$ cat src/rtl/far_consts.vh
`ifndef FAR_CONSTS_VH
`define FAR_CONSTS_VH
// Register byte offsets
`define FAR_CTRL_OFS     8'h00
`define FAR_SER_OFS      8'h04
`define FAR_DLY_OFS      8'h08
`define FAR_STAT_OFS     8'h20
// Control register fields
`define FAR_ATT_LSB      0
`define FAR_ATT_MSB      3
`define FAR_SRC_LSB      4
`define FAR_SRC_MSB      5
`define FAR_ACT_LSB      8
`define FAR_ACT_MSB      10
// Serial setup fields
`define FAR_ADR_LSB      0
`define FAR_ADR_MSB      7
`define FAR_BAUD_LSB     8
`define FAR_BAUD_MSB     10
`define FAR_PAR_BIT      12
// Reset values
`define FAR_ATT_RST      4'h0
`define FAR_SRC_RST      2'h1
`define FAR_ACT_RST      3'h3
`define FAR_ADR_RST      8'h01
`define FAR_BAUD_RST     3'h2
`define FAR_PAR_RST      1'h0
`define FAR_DLY_RST      12'h000
// Limits and encodings
`define FAR_ATT_MAX      4'ha
`define FAR_ADR_MIN      8'h01
`define FAR_ADR_MAX      8'hf7
`define FAR_BAUD_MAX     3'h4
`define FAR_DLY_MAX      12'he10
`define FAR_SRC_PANEL    2'h1
`define FAR_SRC_REMOTE   2'h2
`define FAR_SRC_SERIAL   2'h3
`define FAR_ACT_OFF      3'h0
`define FAR_ACT_WARN     3'h1
`define FAR_ACT_COAST    3'h2
`define FAR_ACT_STOP     3'h3
`define FAR_ACT_BRAKE    3'h4
// Alarm indices
`define FAR_PHASE        0
`define FAR_HEAT         1
`define FAR_UNBAL        2
`define FAR_OVER         3
`define FAR_UNDER        4
`define FAR_LINK         5
// Timing
`define FAR_CLK_HZ       25000000
`define FAR_TICK_S       1
`define FAR_QUIET_MIN    10
`endif

$ cat src/rtl/far_ctrl.v
// Local design decisions: the APB register port and the register offsets.
`timescale 1ns/1ps
`default_nettype none
`include "far_consts.vh"

module far_ctrl #(
  parameter TICK_CYC = `FAR_CLK_HZ * `FAR_TICK_S,
  parameter QUIET_S  = `FAR_QUIET_MIN * 60
) (
  input  wire        pclk,          // System clock
  input  wire        presetn,       // Async reset, active low
  input  wire        psel,          // APB select
  input  wire        penable,       // APB access phase
  input  wire        pwrite,        // APB write
  input  wire [7:0]  paddr,         // APB byte address
  input  wire [31:0] pwdata,        // APB write data
  output reg  [31:0] prdata,        // APB read data
  output reg         pready,        // APB ready
  output reg         pslverr,       // APB error
  input  wire        cfg_panel,     // Bus master is the front panel
  input  wire [4:0]  fault_pin,     // Raw fault levels, alarms 0..4
  input  wire        mains_ok_pin,  // Mains present at input
  input  wire        link_ok_pin,   // Serial link alive
  input  wire        motor_run_pin, // Motor operating
  input  wire        action_done,   // Alarm action finished
  input  wire [5:0]  act_on,        // Alarm action is neither off nor warning
  input  wire        start_cmd,     // Start from selected source
  input  wire        stop_cmd,      // Stop from any source
  input  wire        panel_reset,   // Reset from front panel
  output reg  [5:0]  alarm_flags,   // Displayed alarms
  output reg         alarm_relay,   // Alarm relay energised
  output reg         coast_req,     // Motor voltage off
  output reg         stop_req,      // Normal stop ramp
  output reg         brake_req,     // Alarm brake
  output reg         restart_req,   // One-cycle restart pulse
  output reg         attempts_full  // Counter reached maximum
);

  // Restart timer states, one-hot
  localparam ST_IDLE  = 3'b001;
  localparam ST_ARM   = 3'b010;
  localparam ST_COUNT = 3'b100;

  // ----------------------------------------
  // Input synchronisers
  // ----------------------------------------
  // Idle-high pins read low for two edges after reset;
  // link and mains terms are gated, so no false alarm
  reg [7:0] sync1_ff;
  reg [7:0] sync2_ff;
  always @(posedge pclk or negedge presetn) begin
    if (!presetn) begin
      sync1_ff <= 8'h00;
      sync2_ff <= 8'h00;
    end else begin
      sync1_ff <= {motor_run_pin, link_ok_pin, mains_ok_pin, fault_pin};
      sync2_ff <= sync1_ff;
    end
  end
  wire [4:0] fault_s = sync2_ff[4:0];
  wire       mains_s = sync2_ff[5];
  wire       link_s  = sync2_ff[6];
  wire       run_s   = sync2_ff[7];

  // ----------------------------------------
  // Register state
  // ----------------------------------------
  reg  [3:0]  att_ff;
  reg  [1:0]  src_ff;
  reg  [2:0]  act_ff;
  reg  [7:0]  adr_ff;
  reg  [2:0]  baud_ff;
  reg         par_ff;
  reg  [11:0] dly_ff [0:5];
  // Restarts since the last stop, less one per quiet spell
  reg  [3:0]  cnt_ff;
  reg  [2:0]  st_ff  [0:5];
  reg  [11:0] tmr_ff [0:5];

  wire       ar_on    = (att_ff != 4'h0);
  wire       acc_done = psel & penable & pready;
  wire       wr_en    = acc_done & pwrite;
  wire [5:0] link_on;
  assign link_on = {(act_ff >= `FAR_ACT_COAST), act_on[4:0]};

  // Delay register index, or 7 when not a delay register
  function [2:0] dly_idx;
    input [7:0] a;
    begin
      if (a >= `FAR_DLY_OFS && a < `FAR_STAT_OFS && a[1:0] == 2'b00)
        dly_idx = a[4:2] - 3'h2;
      else
        dly_idx = 3'h7;
    end
  endfunction

  function mapped;
    input [7:0] a;
    begin
      mapped = (a == `FAR_CTRL_OFS) || (a == `FAR_SER_OFS) ||
               (a == `FAR_STAT_OFS) || (dly_idx(a) != 3'h7);
    end
  endfunction

  // Shared by read mux and write decode
  wire [2:0] wr_idx = dly_idx(paddr);

  // ----------------------------------------
  // APB slave, one wait state
  // ----------------------------------------
  reg [31:0] nxt_rd;
  reg [5:0]  run_vec;
  integer    k;
  always @* begin
    nxt_rd = 32'h0000_0000;
    run_vec = 6'h00;
    for (k = 0; k < 6; k = k + 1)
      run_vec[k] = (st_ff[k] == ST_COUNT);
    if (paddr == `FAR_CTRL_OFS) begin
      nxt_rd[`FAR_ATT_MSB:`FAR_ATT_LSB] = att_ff;
      nxt_rd[`FAR_SRC_MSB:`FAR_SRC_LSB] = src_ff;
      nxt_rd[`FAR_ACT_MSB:`FAR_ACT_LSB] = act_ff;
    end else if (paddr == `FAR_SER_OFS) begin
      nxt_rd[`FAR_ADR_MSB:`FAR_ADR_LSB] = adr_ff;
      nxt_rd[`FAR_BAUD_MSB:`FAR_BAUD_LSB] = baud_ff;
      nxt_rd[`FAR_PAR_BIT] = par_ff;
    end else if (paddr == `FAR_STAT_OFS) begin
      nxt_rd[5:0] = alarm_flags;
      nxt_rd[13:8] = run_vec;
      nxt_rd[19:16] = cnt_ff;
    end else if (wr_idx != 3'h7 && ar_on) begin
      nxt_rd[11:0] = dly_ff[wr_idx];
    end
  end

  always @(posedge pclk or negedge presetn) begin
    if (!presetn) begin
      pready  <= 1'b0;
      pslverr <= 1'b0;
      prdata  <= 32'h0000_0000;
    end else begin
      // Ready is held for one edge only, so back-to-back
      // transfers each get their own wait state
      pready  <= psel & penable & ~pready;
      pslverr <= psel & penable & ~pready & ~mapped(paddr);
      if (psel & penable & ~pready)
        prdata <= nxt_rd;
    end
  end

  // ----------------------------------------
  // Settings
  // ----------------------------------------
  // Serial master cannot change its own link setup,
  // so a bad write cannot cut it off
  wire ser_ok = cfg_panel &
                (src_ff == `FAR_SRC_PANEL || src_ff == `FAR_SRC_REMOTE);
  wire [7:0] w_adr  = pwdata[`FAR_ADR_MSB:`FAR_ADR_LSB];
  wire [2:0] w_baud = pwdata[`FAR_BAUD_MSB:`FAR_BAUD_LSB];
  wire [3:0] w_att  = pwdata[`FAR_ATT_MSB:`FAR_ATT_LSB];
  wire [2:0] w_act  = pwdata[`FAR_ACT_MSB:`FAR_ACT_LSB];

  always @(posedge pclk or negedge presetn) begin
    if (!presetn) begin
      att_ff  <= `FAR_ATT_RST;
      src_ff  <= `FAR_SRC_RST;
      act_ff  <= `FAR_ACT_RST;
      adr_ff  <= `FAR_ADR_RST;
      baud_ff <= `FAR_BAUD_RST;
      par_ff  <= `FAR_PAR_RST;
    end else if (wr_en) begin
      if (paddr == `FAR_CTRL_OFS) begin
        // Out-of-range fields keep the old value
        if (w_att <= `FAR_ATT_MAX)
          att_ff <= w_att;
        if (pwdata[`FAR_SRC_MSB:`FAR_SRC_LSB] != 2'h0)
          src_ff <= pwdata[`FAR_SRC_MSB:`FAR_SRC_LSB];
        if (w_act <= `FAR_ACT_BRAKE)
          act_ff <= w_act;
      end
      if (paddr == `FAR_SER_OFS && ser_ok) begin
        if (w_adr >= `FAR_ADR_MIN && w_adr <= `FAR_ADR_MAX)
          adr_ff <= w_adr;
        if (w_baud <= `FAR_BAUD_MAX)
          baud_ff <= w_baud;
        par_ff <= pwdata[`FAR_PAR_BIT];
      end
    end
  end

  genvar g;
  generate
    for (g = 0; g < 6; g = g + 1) begin : g_dly
      always @(posedge pclk or negedge presetn) begin
        if (!presetn)
          dly_ff[g] <= `FAR_DLY_RST;
        // Out-of-range delays are dropped, not clipped
        else if (wr_en && ar_on && wr_idx == g && pwdata[11:0] <= `FAR_DLY_MAX)
          dly_ff[g] <= pwdata[11:0];
      end
    end
  endgenerate

  // ----------------------------------------
  // One-second tick and quiet timer
  // ----------------------------------------
  // Ticks are free-running, so a delay of N seconds
  // ends between N-1 and N seconds after it starts
  reg [24:0] pre_ff;
  reg        tick_ff;
  reg [9:0]  quiet_ff;
  always @(posedge pclk or negedge presetn) begin
    if (!presetn) begin
      pre_ff  <= 25'h0;
      tick_ff <= 1'b0;
    end else if (pre_ff == TICK_CYC - 1) begin
      pre_ff  <= 25'h0;
      tick_ff <= 1'b1;
    end else begin
      pre_ff  <= pre_ff + 25'h1;
      tick_ff <= 1'b0;
    end
  end

  // ----------------------------------------
  // Alarm flags and link loss action
  // ----------------------------------------
  wire [5:0] expire;
  // Only a running motor can lose its link; a stopped
  // motor with a silent link raises nothing
  wire       link_brk = (src_ff == `FAR_SRC_SERIAL) & run_s & ~link_s &
                        (act_ff != `FAR_ACT_OFF);
  wire [5:0] set_vec  = {link_brk, fault_s};
  wire       link_clr = start_cmd |
                        ((act_ff == `FAR_ACT_WARN) & link_s);
  wire [5:0] clr_vec  = expire | {6{panel_reset}} |
                        {link_clr, 5'h00};
  wire       link_al  = alarm_flags[`FAR_LINK];

  always @(posedge pclk or negedge presetn) begin
    if (!presetn) begin
      alarm_flags <= 6'h00;
      alarm_relay <= 1'b0;
      coast_req   <= 1'b0;
      stop_req    <= 1'b0;
      brake_req   <= 1'b0;
    end else begin
      // A new fault wins over a clear in the same cycle
      alarm_flags <= (alarm_flags & ~clr_vec) | set_vec;
      // Relay and action lines lag the flags by one edge
      alarm_relay <= |alarm_flags;
      coast_req   <= link_al & (act_ff == `FAR_ACT_COAST);
      stop_req    <= link_al & (act_ff == `FAR_ACT_STOP);
      brake_req   <= link_al & (act_ff == `FAR_ACT_BRAKE);
    end
  end

  // ----------------------------------------
  // Restart delay timers
  // ----------------------------------------
  wire [5:0] go_vec;
  assign go_vec[`FAR_PHASE] = action_done;
  assign go_vec[`FAR_HEAT]  = ~fault_s[`FAR_HEAT];
  assign go_vec[`FAR_UNBAL] = ~fault_s[`FAR_UNBAL] | (~mains_s & action_done);
  assign go_vec[`FAR_OVER]  = ~fault_s[`FAR_OVER] | (~mains_s & action_done);
  assign go_vec[`FAR_UNDER] = ~fault_s[`FAR_UNDER] | (~mains_s & action_done);
  assign go_vec[`FAR_LINK]  = link_s;

  // Counter check here keeps a full counter in fault
  wire may_run = ar_on & (cnt_ff < att_ff) & ~stop_cmd;

  generate
    for (g = 0; g < 6; g = g + 1) begin : g_tmr
      reg exp_ff;
      assign expire[g] = exp_ff;
      always @(posedge pclk or negedge presetn) begin
        if (!presetn) begin
          st_ff[g]  <= ST_IDLE;
          tmr_ff[g] <= 12'h000;
          exp_ff    <= 1'b0;
        end else begin
          exp_ff    <= 1'b0;
          if (!alarm_flags[g] || !may_run) begin
            st_ff[g] <= ST_IDLE;
          end else begin
            case (st_ff[g])
              ST_IDLE: begin
                if (link_on[g] && dly_ff[g] != 12'h000)
                  st_ff[g] <= ST_ARM;
              end
              ST_ARM: begin
                if (go_vec[g]) begin
                  // Delay is latched here; a new setting applies from the next delay start, which can fall within the same held alarm
                  tmr_ff[g] <= dly_ff[g];
                  st_ff[g]  <= ST_COUNT;
                end
              end
              ST_COUNT: begin
                if (tick_ff) begin
                  tmr_ff[g] <= tmr_ff[g] - 12'h001;
                  // Expiry on the tick that finds one second left
                  if (tmr_ff[g] == 12'h001) begin
                    exp_ff    <= 1'b1;
                    st_ff[g]  <= ST_IDLE;
                  end
                end
              end
              default: st_ff[g] <= ST_IDLE;
            endcase
          end
        end
      end
    end
  endgenerate

  // ----------------------------------------
  // Restart counter and restart request
  // ----------------------------------------
  always @(posedge pclk or negedge presetn) begin
    if (!presetn) begin
      cnt_ff        <= 4'h0;
      quiet_ff      <= 10'h000;
      restart_req   <= 1'b0;
      attempts_full <= 1'b0;
    end else begin
      // Panel reset only clears flags; restart_req is driven by expiry alone
      restart_req <= |expire;
      attempts_full <= ar_on & (cnt_ff >= att_ff);
      // Quiet timer saturates until the counter has something to drop
      if (|alarm_flags)
        quiet_ff <= 10'h000;
      else if (tick_ff && quiet_ff != QUIET_S - 1)
        quiet_ff <= quiet_ff + 10'h001;
      // Stop has priority and also ends a pending decrement
      if (stop_cmd) begin
        cnt_ff <= 4'h0;
      end else if (|expire) begin
        cnt_ff <= cnt_ff + 4'h1;
      end else if (tick_ff && quiet_ff == QUIET_S - 1 && cnt_ff != 4'h0) begin
        cnt_ff   <= cnt_ff - 4'h1;
        quiet_ff <= 10'h000;
      end
    end
  end

endmodule
`default_nettype wire

$ cat config.mk
export PLATFORM = sky130hd
export DESIGN_NAME = far_ctrl
export DESIGN_NICKNAME = d
export VERILOG_FILES = /design/src/rtl/far_ctrl.v
export VERILOG_INCLUDE_DIRS = /design/src /design/src/rtl
export SDC_FILE = /design/constraint.sdc
export NUM_CORES = 1
export LEC_CHECK = 0
export ABC_AREA = 0
export BUFFER_PORTS_ARGS = -buffer_cell sky130_fd_sc_hd__buf_2
export CORE_MARGIN = 2
export CORE_UTILIZATION = 55
export CTS_CLUSTER_DIAMETER = 30
export DETAILED_ROUTE_END_ITERATION = 7
export PLACE_DENSITY_LB_ADDON = 0.2
export SLEW_MARGIN = 40
export SYNTH_ARGS = -nofsm -noshare
export SYNTH_HDL_FRONTEND = slang
export SYNTH_SLANG_ARGS = --single-unit
$ cat constraint.sdc
create_clock -name pclk -period 2.6 [get_ports pclk]
set_clock_uncertainty 0.15 [all_clocks]
set_input_delay 0 -clock pclk [delete_from_list [all_inputs] [get_ports pclk]]
set_output_delay 0 -clock pclk [all_outputs]
set_load 0.03 [all_outputs]
==> metrics.md <==
| Metric | Value |
|---|---|
| Status | `finished, final reports clean` |
| Total gr overflow | `0` |
| Initial Util | `0.558` |
| Sequential area share after synthesis | `0.479` |
| Initial drt markers | `1226` |
| DR DRC count | `0` |
| H-tree depth | `2` |
| Actual slew at the worst max-slew pin | `about 0.70 ns` |
| Clock Sinks | `277` |
| EDFF count, synth | `0` |
| Final WL | `about 42 mm` |
| Syn_area_per_cell | `approximately 9.7 µm²` |
| TritonCTS clock tree | `built` |
| Synth warn | `0` |
| Final Critical Period | `between 2 and 3 ns` |
| Vias in the first global route | `roughly 13000` |
| Routability Congestion | `0.973` |
| Fraction of layout cells with a size suffix above 1 | `0.221` |
| Reg power frac | `0.341` |
| Hold Path Class | `input pin to flop` |
| Clock Tree Root | `clkbuf_16` |
| Port Buf Inserts | `75` |
| Num ports | `110` |
| PnR Total Power | `13.0 mW` |
| Vias per cell | `approximately 6.2` |
| Most frequent cell after synthesis | `dfrtp_1` |
| Distinct cells, synth | `77` |
| GR peak layer | `met2` |
| Peak supply drop | `691 µV` |
| Synthesized flop and latch total | `277` |
| Final Cycle Share | `0.986` |
| Die Y | `166 µm` |
| CTS max path bufs | `3` |
| PwrDens | `roughly 710 nW/µm²` |
| Post-layout util | `0.704` |
| CP endpoint kind | `flop` |
| Fin. max-slew vios | `0` |
| Yosys top cell by area | `dfrtp_1` |
| Inserted Diodes | `0` |
| Fin nets | `1771` |
| Core ar. | `26000 µm²` |
| Die ar. | `27700 µm²` |
| CTS Buf Count | `61` |
| Row Count | `59` |
| Final Hold Vio Count | `0` |
| Final instance area | `18300 µm²` |
| Top FF cell, synth | `dfrtp_1` |
| Width of the die | `166 µm` |
| Clk pwr share | `0.609` |
| Worst EP required | `2.90 ns` |
| Post-synthesis cell count | `approximately 1500` |
| Pre-antenna DRT Iters | `5` |
| Layout area overhead | `26.2%` |
| Total GRT Usage | `0.306` |
| Place WS | `0.0445 ns` |
| Top cell type's share of synthesized area | `0.459` |
| Combinational Power Share | `0.050` |
| Crit-path max FO | `11` |
| Async set-reset flop share out of synthesis | `1.00` |
| Initial antenna violation count | `0` |
| Final setup viols | `0` |
| Area after DPL | `roughly 16000 µm²` |
| WP data arrival | `2.86 ns` |
| Synth cell count leaders | `dfrtp_1 (266), nand2_1 (140), a21oi_1 (138)` |
| Reg clk slew, reported paths | `0.05 ns` |
| First-pass GRT wire length | `67.6 mm` |
| Hpwl dp | `28.6 mm` |
| Met1 Resource Use GR | `0.416` |
| Via count | `around 13000` |
| Leakage | `8.24 nW` |
| Type of the worst setup path | `input pin to flop` |
| Net switching power | `approximately 3.0 mW` |
| Max Clk Rate | `0.390 GHz` |
| Switching share of power | `0.232` |
| Clock latency on the worst-skew pair | `0.58 ns` |
| Max-cap violations | `0` |
| Crit path launch type | `input pin` |
| Drt wl/cell | `20.5 µm` |
| Final worst setup slack | `between 0.03 and 0.04 ns` |
| Setup_tns | `0 ns` |
| M3 GR Usage | `0.0601` |
| Largest net degree at the start of global routing | `59` |
| Slew HR | `0.531` |
| M2 GR Usage | `0.467` |
| RSZ-0062 raised after global routing | `no` |
| Syn Std Cell Area | `14500 µm²` |
| Int Power | `9.98 mW` |
| Antenna Nets Post-Route | `0` |
| Synth top area cells | `dfrtp_1 (46%), mux2_2 (6.3%), a21oi_1 (4.8%)` |
## state kept, by name, indices dropped and copies added, names as in the netlist, 6 cells and up
| register | cells |
|---|---|
| dly_ff | 72 |
| tmr_ff | 72 |
| pre_ff | 25 |
| prdata | 18 |
| st_ff | 18 |
| quiet_ff | 10 |
| adr_ff | 8 |
| sync1_ff | 8 |
| sync2_ff | 8 |
| alarm_flags | 6 |
| g_tmr.exp_ff | 6 |
## worst max-delay path, cell delays in order
cell and delay (ns):
dlygate4sd3_1 0.57, buf_2 0.21, or4b_2 0.74, nor4_4 0.24, buf_4 0.20, mux2_2 0.33, dlygate4sd3_1 0.56
## layout by cell type, fill, tap and decap left out, types with 9 or more instances in the layout
cell           instances
o22ai_1               21
dfrtp_1              266
dlygate4sd3_1         56
mux2_4                10
buf_4                 65
a22o_1                12
nor2b_1               23
clkinv_2              11
mux2i_1               10
nand3_1               71
inv_1                 34
or4_1                 15
and3_1                15
a21o_1                10
clkbuf_8              10
mux2_2                81
dfstp_2               11
nor3_1                39
nor2_1               115
nand4_1               21
ha_1                  22
o21ai_0               79
o211ai_1              13
buf_2                 74
nor4_1                36
or3_1                 15
conb_1                14
nand2_1              140
nand2b_1              23
clkbuf_16             63
xnor2_1                9
a22oi_1               12
xor2_1                24
a21oi_1              138
## metrics by stage
stage / hold WS (ns) / std cells
2_1_floorplan: -0.446 / 1514
3_3_place_gp: -0.169 / 1899
3_5_place_dp: -0.161 / 1899
4_1_cts: 0.00667 / 2070
5_1_grt: 0.0365 / 2070
6_report: 0.0201 / 2070
## repair_timing
item / 4_1_cts / 5_1_grt
setup endpoints to repair: 0 / 29
endpoints found under the hold margin: 414 / 0
buffers inserted: 0 / 0
gates resized for setup: 0 / 4
hold buffers: 57 / 0
## power by group through the flow
stage | clock, mW | combinational, mW | sequential, mW
detailed placement | 0 | 0.573 | 4.49
global placement | 0 | 0.564 | 4.49
global route | 8.22 | 0.698 | 4.43
finish | 7.92 | 0.651 | 4.43
CTS | 7.98 | 0.641 | 4.42
floorplan | 0 | 0.232 | 4.54
## worst paths after layout
kind                              from          end  slack (ns)  cells past startpoint
min                           paddr[1]    prdata[6]        0.02                      6
max in group asynchronous      presetn    act_ff[0]        1.48                      4
max reg2reg                 tmr_ff[32]     st_ff[6]        0.07                      5
min in group asynchronous      presetn    src_ff[0]        0.46                      3
min reg2reg                sync1_ff[1]  sync2_ff[1]        0.19                      0
max                           paddr[5]       par_ff        0.04                      7
## routing by layer
| layer | vias to the layer above | routed length (µm) |
|---|---|---|
| met1 | 6278 | 17700 |
| li1 | 5890 | - |
| met5 | - | 0 |
| met4 | 0 | 2260 |
| met2 | 537 | 19200 |
| met3 | 148 | 3290 |
## cell families (layout without fill, tap and decap cells)
kind of cell	after synthesis	after routing	share of synthesized area
simple gates	576	576	0.206
compound gates	360	360	0.154
flops	277	277	0.479
other cells	1	14	0.000259
buf+inv	129	350	0.0380
fa+ha+maj	23	23	0.0204
mux	102	102	0.0817
xor+xnor	33	33	0.0199
## cell type report
cell class | instances | area, µm²
timing repair buffer | 202 | 1560
clock inverter | 37 | 427
sequential | 277 | 6950
tap | 335 | 419
fill | 1907 | 7690
multi-input combinational | 1108 | 7090
clock buffer | 77 | 1730
inverter | 34 | 128
Note: power is estimated with default switching activity, not from simulation.
